===== src/include/rdf_consts.vh =====
`ifndef RDF_CONSTS_VH
`define RDF_CONSTS_VH
// Register byte offsets on APB
`define RDF_REG_CTRL 8'h00
`define RDF_REG_IBASE 8'h04
`define RDF_REG_STAT 8'h08
`define RDF_REG_CDESC 8'h0C
`define RDF_REG_CMD 8'h10
// Initialization block layout, byte offsets
`define RDF_IB_ENTRY_BYTES 24'h000008
`define RDF_IB_TX_HI 24'h000000
`define RDF_IB_TX_LO 24'h000002
`define RDF_IB_RX_HI 24'h000004
`define RDF_IB_RX_LO 24'h000006
// Descriptor word offsets
`define RDF_D_CTL 24'h000000
`define RDF_D_BUF_HI 24'h000002
`define RDF_D_BUF_LO 24'h000004
`define RDF_D_NXT_HI 24'h000006
`define RDF_D_NXT_LO 24'h000008
`define RDF_D_STATUS 24'h00000A
// Descriptor word 0 fields
`define RDF_IBF_BIT 13
`define RDF_QEND_BIT 12
// Status word fields
`define RDF_ST_FRAME 15
`define RDF_ST_ABORT 14
`define RDF_ST_OVF 13
`define RDF_ST_CHK 12
// Frame outcome codes from the receiver
`define RDF_END_NONE 3'h0
`define RDF_END_GOOD 3'h1
`define RDF_END_CHK 3'h2
`define RDF_END_ABORT 3'h3
`define RDF_END_OVF 3'h4
`define RDF_END_ODD 3'h5
`endif


===== src/design/rdf_rx_dma.v =====
`timescale 1ns/10ps
`default_nettype none
`include "rdf_consts.vh"
module rdf_rx_dma #(
  parameter CH_BITS = 6
) (
  // Clock and reset
  input wire ref_clk,
  input wire reset_n,
  // APB slave
  input wire psel,
  input wire penable,
  input wire pwrite,
  input wire [7:0] paddr,
  input wire [31:0] pwdata,
  output reg [31:0] prdata,
  output wire pready,
  output wire pslverr,
  // Receive byte stream from the frame receiver
  input wire rx_valid,
  input wire [7:0] rx_byte,
  input wire [2:0] rx_end,
  output wire rx_ready,
  // Shared memory master, 16-bit words
  output reg mem_req,
  output reg mem_we,
  output reg [23:0] mem_addr,
  output reg [15:0] mem_wdata,
  input wire mem_ack,
  input wire [15:0] mem_rdata,
  // Frame event flag towards the interrupt register
  output reg frame_irq
);

  // One-hot walk states. IDLE waits for a start command; IBHI and IBLO read the
  // receive pair of the channel's entry in the init block; DESC reads the five
  // software words of a descriptor; RECV takes bytes from the stream; DATA holds
  // one data word until memory takes it; STAT writes the status word; NEXT loads
  // the next descriptor address from the chain; HALT parks after a queue end.
  // Only one memory request is ever outstanding, so the stream stalls while a
  // word is in flight. That keeps the block free of a data buffer, at the cost of
  // stream throughput when memory is slow or shared with the host.
  // Limitation: the walk never checks a pointer against the memory size, so a
  // broken chain is followed wherever it points until a queue end on a descriptor of nonzero size stops it.
  // A start while the walk is busy is refused; software must wait for the halt
  // event before it resumes a channel.
  // The stream's end codes carry no data byte; an odd byte still held in the low
  // half is flushed before the status word, so status never overtakes data.
  // The status word is only written when a buffer is done, which is why a zero
  // count left by software reads as reception still in progress.
  localparam S_IDLE = 9'h001;
  localparam S_IBHI = 9'h002;
  localparam S_IBLO = 9'h004;
  localparam S_DESC = 9'h008;
  localparam S_RECV = 9'h010;
  localparam S_DATA = 9'h020;
  localparam S_STAT = 9'h040;
  localparam S_HALT = 9'h080;
  localparam S_NEXT = 9'h100;

  // Walk registers: desc_q is the descriptor in use, buf_q its buffer, nxt_q
  // the link to follow; wcnt_q counts words stored and nbr_q bytes taken.
  // half_q says a low byte waits in lo_q for its partner.
  // end_q keeps the outcome of the frame until its status word is written.
  reg [8:0] st_q;
  reg [23:0] ibase_q, desc_q, buf_q, nxt_q;
  reg [CH_BITS-1:0] chan_q;
  reg [2:0] widx_q;
  reg [11:0] size_q, wcnt_q;
  reg [12:0] nbr_q;
  reg ibf_q, qend_q, enable_q, half_q;
  reg [7:0] lo_q;
  reg [15:0] stat_q;
  reg [2:0] end_q;
  reg start_q;
  wire apb_wr = psel & penable & pwrite;

  // Handshake and address decodes shared by several states
  wire rx_take = rx_valid & rx_ready;
  wire [23:0] data_addr = buf_q + {12'h000, wcnt_q[10:0], 1'b0};
  wire [23:0] stat_addr = desc_q + `RDF_D_STATUS;
  wire [11:0] wcnt_inc = wcnt_q + 12'h001;
  // Last word of a buffer: frame ended or the buffer is now full
  wire buf_last = (end_q != `RDF_END_NONE) || (wcnt_inc == size_q);

  // Word address helper: bit 0 always dropped, memory is word wide
  function [23:0] waddr;
    input [23:0] a;
    waddr = {a[23:1], 1'b0};
  endfunction

  // Outcome bits for the status word
  function [3:0] outcome;
    input [2:0] e;
    case (e)
      `RDF_END_GOOD: outcome = 4'h8;
      `RDF_END_CHK: outcome = 4'h9;
      `RDF_END_ABORT: outcome = 4'h4;
      `RDF_END_OVF: outcome = 4'h6;
      `RDF_END_ODD: outcome = 4'h5;
      default: outcome = 4'h0;
    endcase
  endfunction

  // Entry of channel n starts n*8 bytes above the base; rx pair follows tx pair.
  // Built by part-select so a wider channel field never spills past 24 bits.
  function [23:0] entry_addr;
    input [23:0] base;
    input [CH_BITS-1:0] ch;
    reg [23:0] off;
    begin
      off = 24'h000000;
      off[CH_BITS+2:3] = ch;
      entry_addr = waddr(base + off + `RDF_IB_RX_HI);
    end
  endfunction

  // Byte count for the status word; a count of 4096 cannot fit the 12-bit
  // field, so it saturates instead of wrapping to zero, which software
  // would read as reception still in progress
  function [11:0] count_field;
    input [12:0] n;
    begin
      if (n[12]) count_field = 12'hFFF;
      else count_field = n[11:0];
    end
  endfunction

  // APB answers in the access cycle, no wait states
  // Errors are never flagged: unmapped offsets read zero and ignore writes
  assign pready = 1'b1;
  assign pslverr = 1'b0;
  assign rx_ready = st_q[4];

  // Read mux
  // Purely combinational, so read data stands for as long as the address does
  always @* begin
    case (paddr)
      `RDF_REG_CTRL: prdata = {31'h0, enable_q};
      `RDF_REG_IBASE: prdata = {8'h00, ibase_q};
      `RDF_REG_STAT: prdata = {16'h0, stat_q};
      `RDF_REG_CDESC: prdata = {8'h00, desc_q};
      default: prdata = 32'h0;
    endcase
  end

  // Software registers and start command
  // A start written while disabled stays pending and runs once enabled
  always @(posedge ref_clk or negedge reset_n) begin
    if (!reset_n) begin
      enable_q <= 1'b0;
      ibase_q <= 24'h000000;
      start_q <= 1'b0;
      chan_q <= {CH_BITS{1'b0}};
    end else begin
      if (apb_wr && paddr == `RDF_REG_CTRL) enable_q <= pwdata[0];
      if (apb_wr && paddr == `RDF_REG_IBASE) ibase_q <= waddr(pwdata[23:0]);
      // Start only accepted while idle or halted; restart re-reads the block
      if (apb_wr && paddr == `RDF_REG_CMD && (st_q[0] || st_q[7])) begin
        start_q <= 1'b1;
        chan_q <= pwdata[CH_BITS-1:0];
      end else if (!st_q[0] && !st_q[7]) begin
        start_q <= 1'b0;
      end
    end
  end

  // Main walk over the init block, descriptors and buffers
  always @(posedge ref_clk or negedge reset_n) begin
    if (!reset_n) begin
      st_q <= S_IDLE;
      mem_req <= 1'b0;
      mem_we <= 1'b0;
      mem_addr <= 24'h000000;
      mem_wdata <= 16'h0000;
      desc_q <= 24'h000000;
      buf_q <= 24'h000000;
      nxt_q <= 24'h000000;
      widx_q <= 3'h0;
      size_q <= 12'h000;
      wcnt_q <= 12'h000;
      nbr_q <= 13'h0000;
      ibf_q <= 1'b0;
      qend_q <= 1'b0;
      half_q <= 1'b0;
      lo_q <= 8'h00;
      stat_q <= 16'h0000;
      end_q <= 3'h0;
      frame_irq <= 1'b0;
    end else begin
      frame_irq <= 1'b0;
      case (st_q)
        // Idle, or halted after a queue end: only a new start leaves
        S_IDLE, S_HALT: begin
          if (start_q && enable_q) begin
            // Read the rx pair of the channel's entry at once
            mem_addr <= entry_addr(ibase_q, chan_q);
            mem_req <= 1'b1;
            mem_we <= 1'b0;
            st_q <= S_IBHI;
          end
        end
        // High byte of the first descriptor address
        S_IBHI: if (mem_ack) begin
          desc_q[23:16] <= mem_rdata[7:0];
          mem_addr <= mem_addr + `RDF_D_BUF_HI;
          st_q <= S_IBLO;
        end
        // Low word completes the pointer; bit 0 is dropped even if software
        // left it set, so the first descriptor read is always word aligned
        S_IBLO: if (mem_ack) begin
          desc_q <= waddr({desc_q[23:16], mem_rdata});
          mem_addr <= waddr({desc_q[23:16], mem_rdata});
          widx_q <= 3'h0;
          st_q <= S_DESC;
        end
        // Read the five software words; never written here
        S_DESC: if (mem_ack) begin
          widx_q <= widx_q + 3'h1;
          mem_addr <= mem_addr + `RDF_D_BUF_HI;
          case (widx_q)
            3'h0: begin
              ibf_q <= mem_rdata[`RDF_IBF_BIT];
              qend_q <= mem_rdata[`RDF_QEND_BIT];
              size_q <= mem_rdata[11:0];
            end
            3'h1: buf_q[23:16] <= mem_rdata[7:0];
            3'h2: buf_q[15:0] <= {mem_rdata[15:1], 1'b0};
            3'h3: nxt_q[23:16] <= mem_rdata[7:0];
            default: begin
              nxt_q[15:0] <= {mem_rdata[15:1], 1'b0};
              mem_req <= 1'b0;
              wcnt_q <= 12'h000;
              nbr_q <= 13'h0000;
              half_q <= 1'b0;
              // Size zero: skip straight to the next descriptor
              st_q <= (size_q == 12'h000) ? S_NEXT : S_RECV;
            end
          endcase
        end
        // The stream is taken only here; a byte that completes a word stalls
        // the stream until the word lands, which is the only buffering kept
        S_RECV: begin
          if (rx_take) begin
            if (rx_end != `RDF_END_NONE) begin
              end_q <= rx_end;
              if (half_q) begin
                // Flush last odd byte before status
                mem_wdata <= {8'h00, lo_q};
                mem_addr <= data_addr;
                mem_we <= 1'b1;
                mem_req <= 1'b1;
                st_q <= S_DATA;
              end else begin
                mem_wdata <= {outcome(rx_end), count_field(nbr_q)};
                mem_addr <= stat_addr;
                mem_we <= 1'b1;
                mem_req <= 1'b1;
                st_q <= S_STAT;
              end
            end else begin
              nbr_q <= nbr_q + 13'h0001;
              half_q <= ~half_q;
              if (!half_q) begin
                lo_q <= rx_byte;
              end else begin
                mem_wdata <= {rx_byte, lo_q};
                mem_addr <= data_addr;
                mem_we <= 1'b1;
                mem_req <= 1'b1;
                end_q <= `RDF_END_NONE;
                st_q <= S_DATA;
              end
            end
          end
        end
        // Data word in flight; the status write follows the last word of a buffer
        S_DATA: if (mem_ack) begin
          wcnt_q <= wcnt_inc;
          half_q <= 1'b0;
          if (buf_last) begin
            // Data word landed; now the status follows it
            mem_wdata <= {outcome(end_q), count_field(nbr_q)};
            mem_addr <= stat_addr;
            st_q <= S_STAT;
          end else begin
            mem_req <= 1'b0;
            mem_we <= 1'b0;
            st_q <= S_RECV;
          end
        end
        // Status landed; a copy stays readable by software. The event is a
        // one-cycle pulse, so the interrupt register must latch it.
        S_STAT: if (mem_ack) begin
          stat_q <= mem_wdata;
          mem_req <= 1'b0;
          mem_we <= 1'b0;
          // Buffer done: raise frame event when asked or at queue end
          frame_irq <= ibf_q | qend_q;
          st_q <= qend_q ? S_HALT : S_NEXT;
        end
        // Follow the chain with no length limit
        // The link was already made even when its word was read
        S_NEXT: begin
          desc_q <= nxt_q;
          mem_addr <= nxt_q;
          mem_req <= 1'b1;
          mem_we <= 1'b0;
          widx_q <= 3'h0;
          st_q <= S_DESC;
        end
        default: st_q <= S_IDLE;
      endcase
    end
  end

endmodule
`default_nettype wire


===== config.mk =====
export PLATFORM = sky130hd
export DESIGN_NAME = rdf_rx_dma
export DESIGN_NICKNAME = d
export VERILOG_FILES = /design/src/design/rdf_rx_dma.v
export VERILOG_INCLUDE_DIRS = /design/src /design/src/include
export SDC_FILE = /design/constraint.sdc
export NUM_CORES = 1
export LEC_CHECK = 0
export BUFFER_PORTS_ARGS = -buffer_cell sky130_fd_sc_hd__buf_2
export CAP_MARGIN = 30
export CORE_MARGIN = 5
export CORE_UTILIZATION = 60
export CTS_BUF_LIST = sky130_fd_sc_hd__clkbuf_16
export DETAILED_ROUTE_END_ITERATION = 12
export GPL_TIMING_DRIVEN = 0
export HOLD_SLACK_MARGIN = 0.02
export PLACE_DENSITY = 0.82
export SLEW_MARGIN = 20
export SYNTH_ARGS = -nofsm -noshare
export SYNTH_HDL_FRONTEND = slang
export SYNTH_SLANG_ARGS = --single-unit

===== constraint.sdc =====
create_clock -name ref_clk -period 3.9 [get_ports ref_clk]
set_clock_uncertainty 0.2 [all_clocks]
set_input_delay 0.195 -clock ref_clk [delete_from_list [all_inputs] [get_ports ref_clk]]
set_output_delay 0.195 -clock ref_clk [all_outputs]
set_load 0.1 [all_outputs]

# Word level (Yosys, flattened, before mapping)

Cells that the tools add are included.

Bitwise operators: 8
Equal/unequal tests: 40
Multiplexer cells: 73
$add $sub $neg: 8
Reductions and logical operators: 49

Operator list:

| operator                                      | number |
|---|---|
| 2-to-1 mux 24 bit                             | 9 |
| one-hot mux 24 bit (6 select lines)           | 1 |
| 2-to-1 mux 16 bit                             | 7 |
| 2-to-1 mux 9 bit                              | 12 |
| one-hot mux 24 bit (4 select lines)           | 1 |
| one-hot mux 9 bit (8 select lines)            | 1 |
| one-hot mux 16 bit (2 select lines)           | 2 |
| 2-to-1 mux 13 bit                             | 4 |
| 2-to-1 mux 12 bit                             | 4 |
| one-hot mux 4 bit (5 select lines)            | 2 |
| one-hot mux 13 bit (2 select lines)           | 1 |
| adder 24 x 12 -> 24 bit                       | 1 |
| adder 24 x 2 -> 24 bit, second input constant | 1 |
| adder 24 x 3 -> 24 bit, second input constant | 1 |
| adder 24 x 4 -> 24 bit, second input constant | 1 |
| adder 24 x 9 -> 24 bit                        | 1 |
| one-hot mux 12 bit (2 select lines)           | 1 |
| one-hot mux 8 bit (3 select lines)            | 1 |
| AND reduction 3 bit                           | 8 |
| inequality test 2 bit, second input constant  | 11 |
| == test 3 x 2 -> 1 bit, second input constant | 6 |
| AND reduction 9 bit                           | 2 |
| == test 8 x 4 -> 1 bit, second input constant | 2 |
| 2-to-1 mux 1 bit                              | 16 |
| 47 further kinds                              | 82 |

Flip-flop bits (word level): 223
Output and inout port bits: 78
Input port bits: 74

# Longest topological paths before layout

Gate-level depths: netlist of run 1.

Depth in word-level cells: 6
Gate-level depth with buffers: 12

# Worst setup path before layout of run 1

OpenSTA, ideal clock, no wires.

Path type: input to output
From: input port paddr[3]
To: output port prdata[0]
Path slack: 47 ps
Cell stages on the path: 5
Arrival time: 3458 ps
Path buffers: 3
Cell sequence: clkbuf_1 buf_1 clkbuf_1 mux2i_1 nor3_1

Longest elaborated chain between the ends: 2

RTL lines:

| element                                              | line             | RTL |
|---|---|---|
| start, declared                                      | rdf_rx_dma.v:14  | `input wire [7:0] paddr,` |
| == test 8 x 4 -> 1 bit, or another cell as far along | rdf_rx_dma.v:138 | `case (paddr)` |
| one-hot mux 24 bit (4 select lines) (*)              | rdf_rx_dma.v:138 |  |
| end, declared                                        | rdf_rx_dma.v:16  | `output reg [31:0] prdata,` |

Mark *: on every way between the ends. The rest lies on a longest branch, timed or not.

# Worst setup path in the final report of run 1

From: register st_q[5]
To: register mem_addr[3]

Longest elaborated chain between the ends: 4

RTL lines:

| element                                                           | line             | RTL |
|---|---|---|
| start, declared                                                   | rdf_rx_dma.v:65  | `reg [8:0] st_q;` |
| start signal, assigned                                            | rdf_rx_dma.v:237 | `st_q <= (size_q == 12'h000) ? S_NEXT : S_RECV;` |
| start signal, assigned                                            | rdf_rx_dma.v:300 | `st_q <= qend_q ? S_HALT : S_NEXT;` |
| == test 9 x 2 -> 1 bit, or another cell as far along              | rdf_rx_dma.v:192 | `case (st_q)` |
| OR reduction 2 bit (no source line)                               | --               |  |
| nonzero test 6 bit (no source line), or another cell as far along | --               |  |
| AND reduction 8 bit (no source line)                              | --               |  |
| end signal, assigned                                              | rdf_rx_dma.v:197 | `mem_addr <= entry_addr(ibase_q, chan_q);` |
| end signal, assigned                                              | rdf_rx_dma.v:206 | `` mem_addr <= mem_addr + `RDF_D_BUF_HI; `` |
| end signal, assigned                                              | rdf_rx_dma.v:213 | `mem_addr <= waddr({desc_q[23:16], mem_rdata});` |
| end, declared                                                     | rdf_rx_dma.v:27  | `output reg [23:0] mem_addr,` |

Several ways; a longest one is shown, not always the timed one.
A chain may end at the register's enable or synchronous reset.

==> reports/results.ini, run 1 <==
[placed_design]
placed_area_um2=14500
io_buffer_count=130
hpwl_um=32000
gp_congestion=1.00

[timing]
tns_ns=0
hold_violations=0
rsz0062_at_grt=false
finalSetupViolCount=0
relSlewSlack_pct=35.0
min_period_over_period_pct=95.0
min_period_ns=3.71
slew_violations=0
max_freq_mhz=270
worst_slew_pin_slew_ns=0.967

[synth]
synthCells=1403
synthAdderAreaFrac_pct=2.92
ys.flop_type=dfrtp_1
netlist_area_um2=13400
synth_seq_area_share_pct=41.4
synth_compound_area_share_pct=15.1
yosys.area_share.simple_pct=16.5
synth_edf_count=0
ys_seq_elements=221
synth_mux_area_share_pct=14.1
ys_types=74
synth_top_family_by_area=simple AND/OR/NAND/NOR gates
async_flop_share_pct=100
synth_xor_area_share_pct=5.97
synth_warnings=0
avgSynthCellArea_um2=9.52

[setup_path]
cp.required_ns=4.06
cp_max_fo=10
crit_chain=or4_4, or4_4, buf_6, nand2_4, or2_2, buf_2, o22ai_1, a2111oi_0, o21ai_0
cp_common_cell=or4_4
worst_setup_path_end_kind=register
critPathLaunchType=register
cpLargestDelayFamily=simple AND/OR/NAND/NOR gates
slowest_delay_ns=0.77
cp_slowest_cell=a2111oi_0
path_class=register to register
cp.arrival_ns=3.87
timing.critical_path.buf_inv=2

[layout]
n_antenna_cell=0
fin_util_pct=72.4
fin_nets=1731
area_growth_pct=18.6
drive_gt1_share_pct=22.2
stdcell_area_um2=15800

[drt]
wl_met3_um=4240
ant_nets=0
m1WireLength_um=16900
vias=12400
drc=0
dr.first_iter.drc_count=1440
via_per_inst=6.45
wirelength_um=44000
wire_per_inst_um=22.9
dr_wl_met2_um=20100
firstDrtPassIters=7
top_layer=met4

[clock_network]
path_clk_slew_ns=0.06
htreeDepth=1
tritoncts=yes
clk_path_buf_depth=3
cts_root_buf=clkbuf_16
post_cts_buffers=0
insertion_delay_ns=0.53
clock_sinks=221
cts_made_buffers=26

[global_routing]
grt_max_degree=101
grt_pass1_vias=12300
grt_usage_pct=33.9
antenna_found_initial=0
grt_overflow_total=0
grt_pass1_wl_um=69400

[pwr]
p_leak_nw=7.45
power_density_nw_per_um2=506
fin_total_pwr_mw=8.02
peakVddDrop_mv=0.373

[floorplanning]
die-area_um2=25300
rows=54
die_h_um=159
start_util_pct=61.0
coreArea_um2=21900
io_pins=152
die-width_um=159

[status]
outcome=finished, final reports clean

[worst_hold_path]
hold_path_class=primary input to async pin

[flow_run]
drv_cap=0

[placed cells by master (no fill, tap or decap), types with 30 or more instances in the layout]
master / instances
mux2_2: 145
nor2_1: 125
a21oi_1: 67
xor2_1: 42
nand3_1: 43
xnor2_1: 49
inv_1: 30
buf_2: 139
dlygate4sd3_1: 53
dfrtp_1: 220
nand2_1: 143
clkbuf_1: 58
o21ai_0: 84
[logic make-up after synthesis]
group           after synthesis
flops                       221
fa+ha+maj                    30
compound gates              310
xor+xnor                     91
mux                         169
other cells                   2
buf+inv                     117
simple gates                463
[final timing paths]
kind / endpoint / from / depth (start not counted) / slack [ns]
min reg2reg: stat_q[0]$_DFFE_PN0P_ / stat_q[0]$_DFFE_PN0P_ / 1 / 0.31
max: mem_addr[3]$_DFFE_PN0P_ / st_q[5]$_DFFE_PN0P_ / 9 / 0.19
max in group asynchronous: stat_q[9]$_DFFE_PN0P_ / reset_n / 4 / 2.65
min: mem_addr[5]$_DFFE_PN0P_ / reset_n / 3 / 0.05
max reg2reg: mem_addr[3]$_DFFE_PN0P_ / st_q[5]$_DFFE_PN0P_ / 9 / 0.19
min in group ref_clk: st_q[3]$_DFFE_PN0P_ / mem_ack / 3 / 0.08
[registers in the layout (all words and copies together) (netlist names), 6 cells and up]
register	flops
buf_q	23
nbr_q	13
chan_q	6
nxt_q	23
st_q	9
ibase_q	23
desc_q	23
size_q	12
stat_q	16
mem_wdata	16
lo_q	8
wcnt_q	12
mem_addr	23
[stage by stage]
step                      setup WS (ns)  hold slack [ns]  cells
after floorplan                  0.0470           -0.301   1412
after global placement            -1.35            0.228   1822
final                             0.195           0.0537   1925
after detailed placement          0.251          -0.0461   1825
after global routing             0.0558           0.0504   1925
after CTS                         0.243           0.0294   1925
[report_power, final]
part           switching (mW)  internal (mW)
logic                    1.83          0.839
registers               0.421           2.58
clock network           0.973           1.38
[worst min-delay path: stages]
cell,delay (ns)
dlygate4sd3_1,0.57
buf_8,0.13
buf_16,0.27
[layer usage]
metal | vias up | GRT usage, %
li1 | 5521 | -
met2 | 789 | 53.9
met4 | 0 | 17.3
met1 | 5927 | 44.6
met5 | - | 0
met3 | 178 | 6.39
[final cells by class]
cell class,instances,area (um^2)
fill,1583,6040
sequential,221,5530
clock buffer,27,676
timing repair buffer,187,1280
tap,280,350
multi-input combinational,1074,7340
clock inverter,19,141
buffer,88,418
inverter,29,109
[synthesized netlist by cell type, types with 14 or more instances]
library cell / n / area [um^2]
inv_1: 29 / 109
a31oi_1: 14 / 87.6
mux2i_1: 21 / 210
o21ai_0: 84 / 420
nor2_1: 125 / 469
a22oi_1: 20 / 150
nand4_1: 18 / 113
nand3_1: 43 / 215
xor2_1: 42 / 368
clkbuf_1: 58 / 218
mux2_2: 145 / 1630
nor3_1: 30 / 150
and3_1: 18 / 113
a21oi_1: 67 / 335
ha_1: 28 / 350
dfrtp_1: 220 / 5510
nand2_1: 143 / 537
xnor2_1: 49 / 429
[what timing repair did]
action,in CTS,in global routing
hold endpoints to repair,242,0
hold buffers,54,0
gates resized for setup,0,1
endpoints found under the setup margin,0,6
No activity file was read; power rests on OpenSTA's default activity.
==> run 2: changes to the inputs <==
Settings changed: ABC_AREA from default to 1, CORE_UTILIZATION 60 to 55, PLACE_DENSITY 0.82 to 0.75.
==> reports/results.ini, run 2 <==
[floorplanning]
coreArea_um2=25200
io_pins=152
die-area_um2=28900
die_h_um=170
rows=58
start_util_pct=55.8
die-width_um=170

[timing]
rsz0062_at_grt=false
slew_violations=0
min_period_over_period_pct=83.2
worst_slew_pin_slew_ns=0.694
max_freq_mhz=308
finalSetupViolCount=0
hold_violations=0
relSlewSlack_pct=53.7
min_period_ns=3.25
whs_ns=0.122

[setup_path]
path_class=primary input to output pin
critPathLaunchType=primary input
worst_setup_path_end_kind=output pin
slowest_delay_ns=0.55
cp.arrival_ns=2.85
cp_common_cell=buf_2
cp_max_fo=10
cpLargestDelayFamily=buffers and inverters
cp.depth=9
crit_chain=dlygate4sd3_1, buf_2, nor2_2, inv_2, nor4_4, inv_1, clkbuf_1, o221ai_1, buf_2
cp_slowest_cell=dlygate4sd3_1
ff2ff_path_depth=10
cp.required_ns=3.50
timing.critical_path.buf_inv=6

[clock_network]
htreeDepth=1
clk_path_buf_depth=3
cts_resized=0
insertion_delay_ns=0.55
tritoncts=yes
cts_made_buffers=26
clock_sinks=221
path_clk_slew_ns=0.06
cts_root_buf=clkbuf_16

[drt]
ant_nets=0
vias=15000
drc=0
firstDrtPassIters=6
wire_per_inst_um=19.4
via_per_inst=5.85
dr.first_iter.drc_count=1824
wirelength_um=49600

[pwr]
p_leak_nw=8.47
fin_total_pwr_mw=10.0
power_density_nw_per_um2=592
peakVddDrop_mv=0.918

[synth]
avgSynthCellArea_um2=7.14
yosysTopAreaCell=dfrtp_1
ys.flop_type=dfrtp_1
netlist_area_um2=14100
synth_largest_type_area_fraction_pct=39.2
synthTopCellsByCount=nand2_1, dfrtp_1, inv_1
synthCells=1968
ys_types=57
ys_seq_elements=221
synth.area.top_cells=dfrtp_1, nand2_1, o21ai_0
async_flop_share_pct=100
synth_seq_area_share_pct=39.4
yosysMostFrequentCell=nand2_1
synth_warnings=0
synth_edf_count=0

[layout]
final_cell_mix=nand2_1, dfrtp_1, inv_1
fin_util_pct=67.1
multi_input_area_um2=7370
layout_commonest_cell=nand2_1
stdcell_area_um2=16900
fin_cells=2564
fin_nets=2318
regArea_um2=5530
fillCellCount=2154
area_growth_pct=20.2
drive_gt1_share_pct=12.5

[worst_hold_path]
hold_path_class=primary input to register
min_path_cells=4

[placed_design]
placed_cells=2441
io_buffer_count=132
placed_area_um2=15200
hpwl_um=37000
gp_congestion=0.993

[global_routing]
grt_overflow_total=0
grt_usage_pct=34.0
grt_pass1_vias=14400
antenna_found_initial=0
grt_max_degree=85
grt_pass1_wl_um=77300

[status]
outcome=finished, final reports clean

[flow_run]
drv_cap=0

[run 2: what timing repair did]
item	in CTS	in global routing
buffers inserted	0	0
hold buffers	74	0
hold endpoints to repair	258	0
[run 2: per-layer routing]
metal,GRT usage [%],up-vias,part of all wire (%)
li1,-,7001,-
met1,45.1,7094,40
met2,54.9,754,46
met3,5.23,154,8.4
met4,16.3,0,5.4
met5,0,-,0
[run 2: cell type report]
type,instances,share of cell area (%)
multi-input cells,1464,43.6
flip-flops and latches,221,32.7
repair buffers,209,8.81
inverters,227,5.06
clock buffers,26,3.85
well taps,330,2.44
plain buffers,65,2.01
clock inverters,21,1.48
diodes,1,0.0148
[run 2: logic make-up after synthesis]
logic type | Yosys count | synth area share, %
AO/OA/AOI/OAI | 375 | 15.0
XOR/XNOR | 38 | 2.47
adder cells (fa/ha/maj) | 30 | 2.78
buffers and inverters | 292 | 8.49
flip-flops | 221 | 39.4
multiplexers | 21 | 1.68
other | 2 | 0.0534
AND/OR/NAND/NOR | 989 | 30.1
[run 2: worst reg2reg max path, delay by kind of cell, from the launching register on]
| kind | cells | cell delay (ns) |
|---|---|---|
| DFF | 1 | 0.44 |
| buffers and inverters | 2 | 0.58 |
| and+or+nand+nor | 8 | 1.81 |
[run 2: path summary, 6_finish.rpt]
path	start	endpoint	slack [ns]
setup / recovery	paddr[4]	prdata[14]	0.65
min in group asynchronous	reset_n	wcnt_q[3]$_DFFE_PN0P_	0.40
setup reg to reg	half_q$_DFFE_PN0P_	mem_addr[15]$_DFFE_PN0P_	0.79
max in group asynchronous	reset_n	st_q[0]$_DFFE_PN1P_	2.08
hold / removal	pwrite	ibase_q[9]$_DFFE_PN0P_	0.12
hold reg to reg	lo_q[6]$_DFFE_PN0P_	lo_q[6]$_DFFE_PN0P_	0.28
[run 2: metrics by stage]
step	TNS [ns]	worst slack (ns)
global route	0	0.560
CTS	0	0.632
global placement	-327.40	-1.51
finish	0	0.655
floorplan	0	0.615
detailed placement	0	0.888
[run 2: power by group]
part	internal [mW]	leakage [nW]	switching, mW
combinational	1.08	5.14	3.05
sequential	2.74	2.87	0.547
clock	1.55	0.454	1.02
==> run 3: changes to the inputs <==
Settings changed: CORE_UTILIZATION 55 to 54, PLACE_DENSITY 0.75 to 0.77.
Clock period 3.9 ns to 2.8 ns, I/O delays scaled along.
==> reports/results.ini, run 3 (same netlist as run 2, synthesis figures left out) <==
[status]
outcome=finished, final reports clean

[timing]
worst_slew_pin_slew_ns=0.618
relSlewSlack_pct=58.8
min_period_ns=2.69
hold_violations=0
slew_violations=0
min_period_over_period_pct=96.2
finalSetupViolCount=0
rsz0062_at_grt=true
max_freq_mhz=371

[floorplanning]
rows=59
start_util_pct=54.4
die-width_um=171
io_pins=152
die_h_um=171
coreArea_um2=25800
die-area_um2=29400

[global_routing]
grt_pass1_wl_um=74600
grt_overflow_total=0
grt_pass1_vias=14000
grt_max_degree=98
antenna_found_initial=0
grt_usage_pct=32.4

[pwr]
fin_total_pwr_mw=14.1
p_leak_nw=8.48
power_density_nw_per_um2=825
peakVddDrop_mv=0.987

[drt]
firstDrtPassIters=8
top_layer=met4
ant_nets=0
dr_wl_met2_um=22100
wire_per_inst_um=19.0
dr.first_iter.drc_count=1867
via_per_inst=5.87
m1WireLength_um=19700
wl_met3_um=4150
drc=0
vias=15100
wirelength_um=48800

[layout]
fillCellCount=2257
area_growth_pct=21.5
drive_gt1_share_pct=14.6
fin_util_pct=66.1
final_cell_mix=nand2_1, dfrtp_1, inv_1
regArea_um2=5530
layout_commonest_cell=nand2_1
multi_input_area_um2=7500
n_antenna_cell=0
fin_nets=2317

[clock_network]
clk_path_buf_depth=3
clock_sinks=221
path_clk_slew_ns=0.06
cts_made_buffers=25
tritoncts=yes
insertion_delay_ns=0.55
cts_root_buf=clkbuf_16
htreeDepth=1

[setup_path]
slowest_delay_ns=0.61
crit_chain=nor2_2, nand2_2, nor2_4, nand2_4, nand2_4, inv_2, nand3_2, inv_4, buf_2, o21ai_0, a21oi_1, nor2_1, nand3_1, nand2_1
cp_common_cell=nand2_4
cp.arrival_ns=2.93
critPathLaunchType=register
path_class=register to register
worst_setup_path_end_kind=register
cpLargestDelayFamily=simple AND/OR/NAND/NOR gates
cp_max_fo=10
cp_slowest_cell=dfstp_2
timing.critical_path.buf_inv=3
cp.required_ns=3.03

[flow_run]
drv_cap=0

[placed_design]
io_buffer_count=132
hpwl_um=36200
gp_congestion=1.01

[worst_hold_path]
hold_path_class=primary input to async pin

-- run 3: cell type report --
cell class                      count  area share (%)
Inverter                          227            5.07
Clock buffer                       25            3.66
Timing Repair Buffer              209            8.71
Sequential cell                   221            32.4
Multi-Input combinational cell   1464            43.9
Clock inverter                     21            1.59
Tap cell                          335            2.46
Buffer                             65            2.18
-- run 3: worst paths after layout --
kind                            slack, ns                  endpoint                 start  cells past startpoint
worst max-delay path                 0.11  mem_addr[19]$_DFFE_PN0P_   st_q[0]$_DFFE_PN1P_                     14
worst min-delay path                 0.01     buf_q[23]$_DFFE_PN0P_               reset_n                      3
worst max register to register       0.11  mem_addr[19]$_DFFE_PN0P_   st_q[0]$_DFFE_PN1P_                     14
worst min register to register       0.29      nbr_q[5]$_DFFE_PN0P_  nbr_q[5]$_DFFE_PN0P_                      2
max in group asynchronous            1.93     stat_q[2]$_DFFE_PN0P_               reset_n                      3
min in group ref_clk                 0.09    ibase_q[8]$_DFFE_PN0P_                pwrite                      4
-- run 3: metal layers --
| metal | vias to the layer above | GRT usage [%] |
|---|---|---|
| li1 | 6981 | - |
| met1 | 7080 | 44.3 |
| met2 | 824 | 51.4 |
| met3 | 174 | 3.79 |
| met4 | 0 | 15.9 |
| met5 | - | 0 |
-- run 3: worst register-to-register path: cells and delay by family (launching register included) --
family / cells / cell delay, ns
simple gates: 9 / 0.90
buf+inv: 3 / 0.49
compound gates: 2 / 0.40
flops: 1 / 0.61
-- run 3: timing repair --
| action | 4_1_cts | 5_1_grt |
|---|---|---|
| endpoints found under the setup margin | 71 | 162 |
| setup buffers | 1 | 11 |
| resized for setup | 9 | 52 |
| hold buffers | 63 | 0 |
| endpoints found under the hold margin | 352 | 0 |
| pin swaps | 1 | 7 |
-- run 3: metrics by stage --
step	setup TNS (ns)	instance area, um^2	worst slack (ns)	hold slack (ns)	std cells
CTS	0	16800	0.0131	0.0248	2556
global placement	-546.99	15200	-2.50	0.153	2444
floorplan	-4.51	14100	-0.363	-0.356	1977
global route	-0.385	17100	-0.0437	0.0417	2567
detailed placement	-5.07	15300	-0.194	-0.0914	2446
finish	0	17100	0.106	0.0112	2567
-- run 3: power by group --
part           internal, mW  leakage (nW)  switching [mW]  total [mW]
registers              3.82          2.86           0.772        4.59
logic                  1.58          5.18            4.29        5.87
clock network          2.19         0.438            1.43        3.62
